**config.mk**
```make
export PLATFORM = sky130hd
export DESIGN_NAME = sdlp_ctrl_flat
export DESIGN_NICKNAME = d
export VERILOG_FILES = /design/src/pkg/sdlp_pkg.sv /design/src/pkg/sdlp_if.sv /design/src/sdlp_ctrl.sv /design/src/sdlp_fifo.sv /design/src/flat_wrapper.sv
export SDC_FILE = /design/constraint.sdc
export NUM_CORES = 1
export LEC_CHECK = 0
export BUFFER_PORTS_ARGS = -buffer_cell sky130_fd_sc_hd__buf_4
export CAP_MARGIN = 20
export CORE_UTILIZATION = 55
export CTS_BUF_LIST = sky130_fd_sc_hd__clkbuf_2
export DETAILED_ROUTE_END_ITERATION = 10
export GPL_TIMING_DRIVEN = 0
export PLACE_DENSITY_LB_ADDON = 0.08
export RECOVER_POWER = 50
export SYNTH_ARGS = -nofsm -noshare
export SYNTH_HDL_FRONTEND = slang
export SYNTH_SLANG_ARGS = --single-unit
```
**constraint.sdc**
```tcl
create_clock -name core_clk -period 4.1 [get_ports core_clk]
set_clock_uncertainty 0.05 [all_clocks]
set_input_delay 0.82 -clock core_clk [delete_from_list [all_inputs] [get_ports core_clk]]
set_output_delay 0.82 -clock core_clk [all_outputs]
set_load 0.03 [all_outputs]
```
**src/pkg/sdlp_pkg.sv**
```systemverilog
// Constants and types shared by both ends of the local request port
package sdlp_pkg;
  // ----------------------------------------
  // Widths and queue
  // ----------------------------------------
  localparam int ADDR_W = 24;
  localparam int DATA_W = 32;
  localparam int BE_W = DATA_W / 8;
  localparam int SIZE_W = 3;
  localparam int QUEUE_DEPTH = 4;
  localparam int WFIFO_DEPTH = 4;
  // ----------------------------------------
  // Local address field layout (cs|bank|row|col)
  // ----------------------------------------
  localparam int COL_W = 9;
  localparam int ROW_W = 12;
  localparam int BANK_W = 2;
  localparam int CS_W = 1;
  localparam int COL_LSB = 0;
  localparam int ROW_LSB = COL_LSB + COL_W;
  localparam int BANK_LSB = ROW_LSB + ROW_W;
  localparam int CS_LSB = BANK_LSB + BANK_W;
  // ----------------------------------------
  // Burst lengths
  // ----------------------------------------
  localparam logic [3:0] MEM_BL_DDR = 4'h8;
  localparam logic [3:0] MEM_BL_DDR2 = 4'h4;
  localparam logic [SIZE_W-1:0] MAX_SIZE_DDR = 3'h4;
  localparam logic [SIZE_W-1:0] MAX_SIZE_DDR2 = 3'h2;
  // ----------------------------------------
  // Timing
  // ----------------------------------------
  localparam int CLK_PERIOD_NS = 20;
  localparam int STARTUP_MS = 200;
  localparam int STARTUP_CYCLES = (STARTUP_MS * 1000000) / CLK_PERIOD_NS;
  localparam int DLL_WAIT_CYCLES = 200;
  localparam int CMD_GAP_CYCLES = 2;
  localparam int READ_LAT_CYCLES = 3;
  // ----------------------------------------
  // Memory commands and mode bits
  // ----------------------------------------
  typedef enum logic [2:0] {
    CMD_NOP, CMD_ACTIVATE, CMD_READ, CMD_WRITE,
    CMD_PRECHARGE_ALL, CMD_AUTO_REFRESH, CMD_LOAD_MODE
  } sdlp_cmd_t;
  localparam logic [1:0] BA_MODE_REG = 2'h0;
  localparam logic [1:0] BA_EXT_MODE_REG = 2'h1;
  localparam int PRECHARGE_BIT_A10 = 10;
  localparam int PRECHARGE_BIT_A8 = 8;
  localparam int DLL_RESET_BIT = 8;
endpackage

```
**src/pkg/sdlp_if.sv**
```systemverilog
// Local request port joining user logic and the controller
`timescale 1ns/1ps
`default_nettype none
interface sdlp_if
  import sdlp_pkg::*;
  (input wire logic core_clk, input wire logic rst_n);
  logic readReq;
  logic writeReq;
  logic [SIZE_W-1:0] size;
  logic [ADDR_W-1:0] addr;
  logic ready;
  logic wdataReq;
  logic [DATA_W-1:0] wdata;
  logic [BE_W-1:0] byteEn;
  logic [DATA_W-1:0] rdata;
  logic rdataValid;
  logic refreshReq;
  logic refreshAck;
  logic initDone;
  modport ctrl (
    input core_clk, rst_n, readReq, writeReq, size, addr, wdata, byteEn,
    refreshReq,
    output ready, wdataReq, rdata, rdataValid, refreshAck, initDone
  );
  modport user (
    input core_clk, rst_n, ready, wdataReq, rdata, rdataValid, refreshAck,
    initDone,
    output readReq, writeReq, size, addr, wdata, byteEn, refreshReq
  );
endinterface
`default_nettype wire

```
**src/sdlp_ctrl.sv**
```systemverilog
// Controller end: request queue, refresh, init sequence, memory commands
`timescale 1ns/1ps
`default_nettype none
module sdlp_ctrl
  import sdlp_pkg::*;
#(
  parameter int STARTUP_CNT = STARTUP_CYCLES,
  parameter bit IS_DDR2 = 1'b0,
  parameter bit PRECHARGE_ON_A8 = 1'b0,
  parameter int REFRESH_INTERVAL = 390
) (
  // Local side
  sdlp_if.ctrl lp,
  // Memory command side
  output logic [2:0] memCmd,
  output logic [CS_W-1:0] memCs,
  output logic [BANK_W-1:0] memBank,
  output logic [ROW_W-1:0] memAddr,
  output logic memDqsToggle,
  output logic [DATA_W-1:0] memWdata,
  output logic [BE_W-1:0] memByteEn,
  input wire logic [DATA_W-1:0] memRdata
);
  localparam int QW = 1 + SIZE_W + ADDR_W;
  typedef enum logic [3:0] {
    ST_STARTUP, ST_PCH1, ST_EMR, ST_MR1, ST_DLLWAIT, ST_PCH2, ST_ARF1,
    ST_ARF2, ST_MR2, ST_IDLE, ST_ACT, ST_XFER, ST_REFRESH
  } sdlp_state_t;

  sdlp_state_t state_q;
  logic [31:0] timer_q;
  logic [31:0] refTimer_q;
  logic refPending_q;
  logic qInValid, qInReady, qOutValid, qPop;
  logic [QW-1:0] qInData, qOutData;
  logic [SIZE_W-1:0] beat_q;
  logic [3:0] dqsBeat_q;
  logic [ROW_W-1:0] openRow_q;
  logic rowOpen_q;
  logic [READ_LAT_CYCLES-1:0] rdPipe_q;
  logic wdReq_q;
  logic sizeOk;
  logic curWrite;
  logic [SIZE_W-1:0] curSize;
  logic [ADDR_W-1:0] curAddr;

  // Field extraction from the flat address
  function automatic logic [ROW_W-1:0] rowOf(logic [ADDR_W-1:0] a);
    return a[ROW_LSB +: ROW_W];
  endfunction

  // ----------------------------------------
  // Request queue
  // ----------------------------------------
  // legal size check
  assign sizeOk = (lp.size != '0) &&
    (lp.size <= (IS_DDR2 ? MAX_SIZE_DDR2 : MAX_SIZE_DDR));
  assign qInValid = lp.initDone && (lp.readReq || lp.writeReq) && sizeOk;
  assign qInData = {lp.writeReq, lp.size, lp.addr};
  assign lp.ready = lp.initDone && qInReady;
  assign {curWrite, curSize, curAddr} = qOutData;

  sdlp_fifo #(.WIDTH(QW), .DEPTH(QUEUE_DEPTH)) sdlp_fifo_inst (
    .core_clk(lp.core_clk), .rst_n(lp.rst_n),
    .inValid(qInValid), .inReady(qInReady), .inData(qInData),
    .outValid(qOutValid), .outReady(qPop), .outData(qOutData)
  );

  assign qPop = (state_q == ST_XFER) && (beat_q == curSize - 1'b1);

  // ----------------------------------------
  // Refresh scheduling
  // ----------------------------------------
  always_ff @(posedge lp.core_clk) begin
    if (!lp.rst_n) begin
      refTimer_q <= '0;
      refPending_q <= 1'b0;
    end else if (state_q == ST_REFRESH) begin
      refTimer_q <= '0;
      refPending_q <= 1'b0;
    end else begin
      refTimer_q <= refTimer_q + 1'b1;
      if (lp.initDone && refTimer_q >= 32'(REFRESH_INTERVAL)) begin
        refPending_q <= 1'b1;
      end
    end
  end

  // ----------------------------------------
  // Main sequencer
  // ----------------------------------------
  always_ff @(posedge lp.core_clk) begin
    if (!lp.rst_n) begin
      state_q <= ST_STARTUP;
      timer_q <= '0;
      beat_q <= '0;
      rowOpen_q <= 1'b0;
      openRow_q <= '0;
    end else begin
      timer_q <= timer_q + 1'b1;
      unique case (state_q)
        ST_STARTUP: if (timer_q >= 32'(STARTUP_CNT - 1)) begin
          state_q <= ST_PCH1;
          timer_q <= '0;
        end
        ST_PCH1: state_q <= ST_EMR;
        ST_EMR: state_q <= ST_MR1;
        ST_MR1: begin
          state_q <= ST_DLLWAIT;
          timer_q <= '0;
        end
        ST_DLLWAIT: if (timer_q >= 32'(DLL_WAIT_CYCLES - 1)) begin
          state_q <= ST_PCH2;
        end
        ST_PCH2: state_q <= ST_ARF1;
        ST_ARF1: state_q <= ST_ARF2;
        ST_ARF2: state_q <= ST_MR2;
        ST_MR2: state_q <= ST_IDLE;
        ST_IDLE: begin
          beat_q <= '0;
          if (lp.refreshReq || refPending_q) begin
            state_q <= ST_REFRESH;
            rowOpen_q <= 1'b0;
          end else if (qOutValid) begin
            if (rowOpen_q && openRow_q == rowOf(curAddr)) begin
              state_q <= ST_XFER;
            end else begin
              state_q <= ST_ACT;
            end
          end
        end
        ST_ACT: begin
          state_q <= ST_XFER;
          rowOpen_q <= 1'b1;
          openRow_q <= rowOf(curAddr);
        end
        ST_XFER: begin
          beat_q <= beat_q + 1'b1;
          if (qPop) begin
            state_q <= ST_IDLE;
          end
        end
        ST_REFRESH: state_q <= ST_IDLE;
        default: state_q <= ST_STARTUP;
      endcase
    end
  end

  // ----------------------------------------
  // Memory command outputs
  // ----------------------------------------
  always_comb begin
    memCmd = CMD_NOP;
    memCs = curAddr[CS_LSB +: CS_W];
    memBank = curAddr[BANK_LSB +: BANK_W];
    memAddr = '0;
    unique case (state_q)
      ST_PCH1, ST_PCH2: begin
        memCmd = CMD_PRECHARGE_ALL;
        memAddr[PRECHARGE_ON_A8 ? PRECHARGE_BIT_A8 : PRECHARGE_BIT_A10] =
          1'b1;
      end
      ST_EMR: begin
        memCmd = CMD_LOAD_MODE;
        memBank = BA_EXT_MODE_REG;
      end
      ST_MR1, ST_MR2: begin
        memCmd = CMD_LOAD_MODE;
        memBank = BA_MODE_REG;
        memAddr[DLL_RESET_BIT] = (state_q == ST_MR1);
      end
      ST_ARF1, ST_ARF2, ST_REFRESH: memCmd = CMD_AUTO_REFRESH;
      ST_ACT: begin
        memCmd = CMD_ACTIVATE;
        memAddr = rowOf(curAddr);
      end
      ST_XFER: begin
        memCmd = curWrite ? CMD_WRITE : CMD_READ;
        memAddr = ROW_W'(curAddr[COL_LSB +: COL_W] + COL_W'(beat_q));
      end
      default: memCmd = CMD_NOP;
    endcase
  end

  // ----------------------------------------
  // Data handshakes
  // ----------------------------------------
  // acknowledge on each ST_REFRESH refresh; the two init refreshes (ST_ARF1, ST_ARF2) get none
  assign lp.refreshAck = (state_q == ST_REFRESH);
  always_ff @(posedge lp.core_clk) begin
    if (!lp.rst_n) begin
      lp.initDone <= 1'b0;
    end else if (state_q == ST_MR2) begin
      lp.initDone <= 1'b1;
    end
  end

  // write data requested each write beat
  assign lp.wdataReq = (state_q == ST_XFER) && curWrite;
  always_ff @(posedge lp.core_clk) begin
    if (!lp.rst_n) begin
      wdReq_q <= 1'b0;
      memWdata <= '0;
      memByteEn <= '0;
      rdPipe_q <= '0;
      lp.rdata <= '0;
      lp.rdataValid <= 1'b0;
      dqsBeat_q <= '0;
    end else begin
      wdReq_q <= lp.wdataReq;
      memWdata <= wdReq_q ? lp.wdata : '0;
      memByteEn <= wdReq_q ? lp.byteEn : '0;
      rdPipe_q <= {rdPipe_q[READ_LAT_CYCLES-2:0],
                   (state_q == ST_XFER) && !curWrite};
      lp.rdataValid <= rdPipe_q[READ_LAT_CYCLES-1];
      lp.rdata <= memRdata;
      if (lp.wdataReq && dqsBeat_q == '0) begin
        dqsBeat_q <= (IS_DDR2 ? MEM_BL_DDR2 : MEM_BL_DDR);
      end else if (dqsBeat_q != '0) begin
        dqsBeat_q <= dqsBeat_q - 1'b1;
      end
    end
  end
  assign memDqsToggle = (dqsBeat_q != '0);
endmodule // sdlp_ctrl
`default_nettype wire

```
**src/sdlp_fifo.sv**
```systemverilog
// Valid/ready FIFO with parameterised width and depth
`timescale 1ns/1ps
`default_nettype none
module sdlp_fifo #(
  parameter int WIDTH = 32,
  parameter int DEPTH = 4
) (
  // Clock and reset
  input wire logic core_clk,
  input wire logic rst_n,
  // Fill side
  input wire logic inValid,
  output logic inReady,
  input wire logic [WIDTH-1:0] inData,
  // Drain side
  output logic outValid,
  input wire logic outReady,
  output logic [WIDTH-1:0] outData
);
  localparam int PW = $clog2(DEPTH);
  logic [WIDTH-1:0] mem [DEPTH];
  logic [PW-1:0] wrPtr_q;
  logic [PW-1:0] rdPtr_q;
  logic [PW:0] count_q;
  logic push;
  logic pop;

  assign inReady = (count_q != (PW+1)'(DEPTH));
  assign outValid = (count_q != '0);
  assign outData = mem[rdPtr_q];
  assign push = inValid && inReady;
  assign pop = outValid && outReady;

  always_ff @(posedge core_clk) begin
    if (push) begin
      mem[wrPtr_q] <= inData;
    end
  end

  always_ff @(posedge core_clk) begin
    if (!rst_n) begin
      wrPtr_q <= '0;
      rdPtr_q <= '0;
      count_q <= '0;
    end else begin
      if (push) begin
        wrPtr_q <= (wrPtr_q == PW'(DEPTH-1)) ? '0 : wrPtr_q + 1'b1;
      end
      if (pop) begin
        rdPtr_q <= (rdPtr_q == PW'(DEPTH-1)) ? '0 : rdPtr_q + 1'b1;
      end
      count_q <= count_q + (PW+1)'(push) - (PW+1)'(pop);
    end
  end
endmodule // sdlp_fifo
`default_nettype wire

```
**src/flat_wrapper.sv**
```systemverilog
// flat-port wrapper written by rule: the top's interface ports become plain ports
module sdlp_ctrl_flat import sdlp_pkg::*;
#(
  parameter int STARTUP_CNT = STARTUP_CYCLES,
  parameter bit IS_DDR2 = 1'b0,
  parameter bit PRECHARGE_ON_A8 = 1'b0,
  parameter int REFRESH_INTERVAL = 390
)
  (memCmd, memCs, memBank, memAddr, memDqsToggle, memWdata, memByteEn, memRdata, core_clk, rst_n, lp_readReq, lp_writeReq, lp_size, lp_addr, lp_wdata, lp_byteEn, lp_refreshReq, lp_ready, lp_wdataReq, lp_rdata, lp_rdataValid, lp_refreshAck, lp_initDone);
  sdlp_if lp_i (.core_clk(core_clk), .rst_n(rst_n));
  output logic [2:0] memCmd;
  output logic [CS_W-1:0] memCs;
  output logic [BANK_W-1:0] memBank;
  output logic [ROW_W-1:0] memAddr;
  output logic memDqsToggle;
  output logic [DATA_W-1:0] memWdata;
  output logic [BE_W-1:0] memByteEn;
  input wire logic [DATA_W-1:0] memRdata;
  input wire logic core_clk;
  input wire logic rst_n;
  input wire logic [$bits(lp_i.readReq)-1:0] lp_readReq;
  input wire logic [$bits(lp_i.writeReq)-1:0] lp_writeReq;
  input wire logic [$bits(lp_i.size)-1:0] lp_size;
  input wire logic [$bits(lp_i.addr)-1:0] lp_addr;
  input wire logic [$bits(lp_i.wdata)-1:0] lp_wdata;
  input wire logic [$bits(lp_i.byteEn)-1:0] lp_byteEn;
  input wire logic [$bits(lp_i.refreshReq)-1:0] lp_refreshReq;
  output wire logic [$bits(lp_i.ready)-1:0] lp_ready;
  output wire logic [$bits(lp_i.wdataReq)-1:0] lp_wdataReq;
  output wire logic [$bits(lp_i.rdata)-1:0] lp_rdata;
  output wire logic [$bits(lp_i.rdataValid)-1:0] lp_rdataValid;
  output wire logic [$bits(lp_i.refreshAck)-1:0] lp_refreshAck;
  output wire logic [$bits(lp_i.initDone)-1:0] lp_initDone;
  assign lp_i.readReq = lp_readReq;
  assign lp_i.writeReq = lp_writeReq;
  assign lp_i.size = lp_size;
  assign lp_i.addr = lp_addr;
  assign lp_i.wdata = lp_wdata;
  assign lp_i.byteEn = lp_byteEn;
  assign lp_i.refreshReq = lp_refreshReq;
  assign lp_ready = lp_i.ready;
  assign lp_wdataReq = lp_i.wdataReq;
  assign lp_rdata = lp_i.rdata;
  assign lp_rdataValid = lp_i.rdataValid;
  assign lp_refreshAck = lp_i.refreshAck;
  assign lp_initDone = lp_i.initDone;
  sdlp_ctrl #(.STARTUP_CNT(STARTUP_CNT), .IS_DDR2(IS_DDR2), .PRECHARGE_ON_A8(PRECHARGE_ON_A8), .REFRESH_INTERVAL(REFRESH_INTERVAL)) u_core (.lp(lp_i), .memCmd(memCmd), .memCs(memCs), .memBank(memBank), .memAddr(memAddr), .memDqsToggle(memDqsToggle), .memWdata(memWdata), .memByteEn(memByteEn), .memRdata(memRdata));
endmodule
```
# After elaboration in Yosys (flattened, before gate mapping)
# Memory sizes are Yosys's and may differ from the RTL's. A register that Yosys moved wholly into a read port is not among the register bits.
# Cells that the tools add are included.
# Widths: inputs -> output; s select.
# totals
n_memories,1
output_inout_bits,92
input_bits,100
mem_bits_rw,112
register_bits,170
# memory_table
name,depth,width,read_ports,rd_clocked_by_memory_dff,wr,line_no,source
u_core.sdlp_fifo_inst.mem,4,28,1,1,1,sdlp_fifo.sv:21,logic [WIDTH-1:0] mem [DEPTH];
# classes
addsub,10
order_cmp,4
reduce_logical,33
bitwise_logic,1
muxes,28
eq_ne,22
# ops
operator,n
$add 32x1->32 const B,2
$pmux 32 s2,1
$pmux 4 s12,1
$ge 32x24->1 const B,1
$ge 32x8->1 const B,1
$ge 32x9->1 const B,1
$mux 32,1
$mux 4,7
$eq 4x4->1 const B,5
$eq 4x3->1 const B,4
$pmux 8 s2,1
$pmux 3 s5,1
$eq 12x12->1,1
$logic_and 1x1->1,12
$add 9x3->10,1
$reduce_or 2->1,5
$eq 4x2->1 const B,2
$logic_not 4->1,2
$mux 2,4
$ne 2x1->1 const B,3
$pmux 1 s2,3
$pmux 1 s3,2
$pmux 3 s2,1
$reduce_bool 2->1,3
other kinds (23),33

# Longest topological paths before layout
# logic_depth
ltp_word,6
mapped_depth,16

# Cells and area by module
# Synthesis repeated with hierarchy kept, for this count alone.
# unflattened
hier_cells,930
area_unflattened_um2,11158.2
# by_module_without_submodules
module,area_each_um2,instances,cells_per_inst,seq_area_each_um2
sdlp_ctrl,6637.6,1,732,3263.1
sdlp_fifo,4520.6,1,198,3543.4

# Worst setup path after synthesis
# Ideal clock, no wire load.
# synth_timing
path_kind,reg-to-output
from,register (tool-made name)
to,output memAddr[8]
path_slack_ns,0.195
arrival_ns,3.035
path_buffers,2
stages_incl_launch_ff,12
cell_sequence,dfxtp_1 -> buf_4 -> clkbuf_1 -> mux4_2 -> ha_1 -> inv_1 -> fa_1 -> nor2b_1 -> o21ai_0 -> nand4b_1 -> xor2_1 -> a311oi_1
# synth_rtl
item,line_no,source
to (decl),flat_wrapper.sv:14,output logic [ROW_W-1:0] memAddr;

==> results by group <==
Detailed routing
  • Initial DRC count: 485
  • Wire per inst: 16.2 um
  • Routed via count: 7987
  • Via density: 5.22
  • ANT nets after route: 0
  • Drt pass-1 iters: 6
  • Routed WL: 24800 um
  • DRC: 0

Timing
  • Final Cycle Share: 1.03
  • Final hold vios: 0
  • Final WS setup: -0.110 ns
  • Final setup violation count: 1
  • Post-route minimum period: 4.21 ns
  • Setup TNS: -0.110 ns
  • Unrepaired setup endpoints after global routing: true
  • Fmax: 0.238 GHz
  • Worst Max-Slew Pin Slew: 0.821 ns
  • Worst rel slew slack: 0.452
  • Max Slew Vio Count: 0

Synth
  • XOR/XNOR Fraction of Synth Area: 0.0630
  • Simple-gate share of the synthesized area: 0.172
  • Ys Warns: 0
  • Post-synthesis cell count: about 940
  • Post-synth top flop: dfxtp_1
  • Post-synth EDFFs: 112
  • Distinct cells, synth: 62
  • Syn Nets: 1061
  • Synth Area in Compound Gates: 0.0484
  • Sequential-to-total area share from yosys stat: 0.604
  • Post-Synthesis Cell Area: 11300 sq um
  • Async S/R FF share, synth: 0
  • Post-synthesis adder-cell area fraction: 0.0213
  • #FFs+latches synth: 284
  • Synthesized area per cell: 11.9 sq um
  • Multiplexer share of the synthesized area: 0.0612
  • Largest family of logic cells by synthesized area: simple AND/OR/NAND/NOR gates

Worst setup path
  • CP required: approximately 3.2 ns
  • Worst Path Max Fanout: 4
  • WS Path Type: reg -> out
  • CP endpoint kind: output pin
  • Signal arrival time at the worst endpoint: 3.34 ns
  • Worst Setup Start Kind: flop

Floorplan
  • Row count: 51
  • Die extent in y: ~150 um
  • Core ar.: just under 20000 sq um
  • Die width: 145 um
  • Ports: 192
  • Die area: about 21000 sq um
  • Initial Utilization: 0.570

Global routing
  • Total Routing Usage GR: 0.238
  • First-pass GRT wire length: 39300 um
  • Grt ovf: 0
  • Largest net degree at the start of global routing: 29
  • Initial antenna violation count: 1
  • Vias in the first global route: 7886

Placed design
  • Setup WS pre-CTS: -0.137 ns
  • Cell total after placement: 1398
  • # port buffers: 190
  • Post-DP HPWL: 17000 um
  • Gpl congestion: around 0.84

Layout
  • Commonest non-fill, non-tap cell in the layout: buf_4
  • Fillers: 1551
  • Post-Layout Cell Count: 1530
  • Share of cells above drive strength 1: 0.281
  • Most frequent cells in the layout: buf_4, dfxtp_1, edfxtp_1
  • Util after Layout: 0.694
  • Reg area: 6810 sq um
  • Area Growth Syn to Fin: 21.8%
  • Final Net Count: ~1300
  • Area of the multi-input gates: 4190 sq um

CTS
  • Root Buffer: clkbuf_2
  • Clock-pin slew on the worst setup and hold paths: 0.11 ns
  • Clk buf depth: 3
  • Clock latency on the worst-skew pair: roughly 0.80 ns
  • Htree depth: 3
  • TritonCTS clock tree: yes
  • CTS buffer count: between 70 and 80
  • # clock sinks: 284

Outcome
  • Failing checks: negative setup slack
  • Status: finished, violations left

Power
  • Maximum vdd drop: approximately 240 uV
  • Power Density: around 380 nW/um^2
  • P_leak: 5.49 nW

Hold path
  • Hold WC Path Type: in -> reg

Run
  • # Max-Cap Violations: 0
==> worst max-delay path, stage by stage (launching register included) <==
cell	delay, ns
dfxtp_4	0.37
mux4_2	0.39
ha_4	0.15
inv_2	0.04
fa_2	0.38
nor2b_2	0.14
o21ai_2	0.08
nand4b_1	0.24
xor2_2	0.23
a311oi_2	0.33
buf_4	0.22
==> path summary, 6_finish.rpt <==
path / start / to / slack [ns] / depth (start not counted)
max: flop / memAddr[8] / -0.11 / 10
min: memRdata[31] / u_core.lp.rdata[31] / 0.19 / 2
max reg2reg: flop / u_core.sdlp_fifo_inst.count_q[2] / 0.38 / 16
min reg2reg: u_core.rdPipe_q[1] / u_core.rdPipe_q[2] / 0.39 / 1
==> per-stage QoR <==
| stage | hold WS (ns) | total power [mW] | area, sq um |
|---|---|---|---|
| 2_1_floorplan | 0.362 | 3.21 | 11300 |
| 3_3_place_gp | 0.367 | 3.35 | 13000 |
| 3_5_place_dp | 0.375 | 3.36 | 13000 |
| 4_1_cts | 0.0866 | 5.22 | 13700 |
| 5_1_grt | 0.0691 | 5.39 | 13700 |
| 6_report | 0.188 | 5.15 | 13700 |
==> report_power, final <==
group	internal (mW)	switching [mW]	total, mW
clock	0.807	1.06	1.87
sequential	2.96	0.0224	2.98
combinational	0.132	0.163	0.295
total	3.90	1.25	5.15
==> repair_timing <==
action                     in CTS  in global routing
pin swaps                       1                 10
resized for setup              11                 17
gates cloned                    0                  0
setup endpoints to repair       9                  6
buffers inserted                2                 11
hold buffers                    0                  0
==> final cells by class <==
cell class                 instances  area share
sequential                       284       0.496
clock buffer                     106      0.0387
inverter                          18     0.00492
tap                              265      0.0242
antenna                            1    0.000182
multi-input combinational        595       0.305
timing repair buffer             203       0.104
buffer                            43      0.0184
clock inverter                    15     0.00821
==> Yosys cell counts (3+ instances only) <==
master / n / area (sq um)
edfxtp_1: 112 / 3360
buf_6: 7 / 78.8
dfxtp_1: 172 / 3440
a31oi_1: 3 / 18.8
nand2b_1: 5 / 31.3
nand3_1: 33 / 165
xor2_1: 51 / 447
o31ai_1: 4 / 30.0
nand2_1: 69 / 259
and3_1: 46 / 288
clkbuf_1: 30 / 113
ha_1: 16 / 200
nor2b_1: 6 / 37.5
mux4_1: 5 / 131
nor3_1: 11 / 55.1
and2_1: 43 / 269
a21oi_1: 41 / 205
inv_1: 18 / 67.6
and4_1: 4 / 35.0
buf_2: 4 / 20.0
or3_1: 10 / 62.6
xnor2_1: 30 / 263
o21ai_0: 28 / 140
mux4_2: 23 / 518
nor4_1: 14 / 87.6
mux2i_1: 4 / 40.0
nand4_1: 19 / 119
nor2_1: 93 / 349
==> sequential cells by signal, summed over array words and instances, names as in the netlist, 2 cells and up, named ones only <==
register and count:
u_core.timer_q 32, u_core.refTimer_q 32, u_core.memByteEn 4, u_core.sdlp_fifo_inst.wrPtr_q 2
u_core.sdlp_fifo_inst.mem 112, u_core.lp.rdata 32, u_core.memWdata 32, u_core.beat_q 3
u_core.sdlp_fifo_inst.rdPtr_q 2, u_core.state_q 4, u_core.dqsBeat_q 4, u_core.sdlp_fifo_inst.count_q 3
u_core.openRow_q 12, u_core.rdPipe_q 3
==> cell families after synthesis <==
logic type	count (synthesis)
XOR/XNOR	81
adder cells (fa/ha/maj)	18
multiplexers	32
AND/OR/NAND/NOR	371
flip-flops	284
AO/OA/AOI/OAI	93
buffers and inverters	64
==> metal layers <==
metal | vias to the layer above | global-route usage | routed length (um)
li1 | 3945 | - | -
met1 | 3688 | 0.287 | 10300
met2 | 301 | 0.409 | 12200
met3 | 53 | 0.0597 | 1590
met4 | 0 | 0.0895 | 592
met5 | - | 0 | 0
Power figures use the tool's default switching activity.
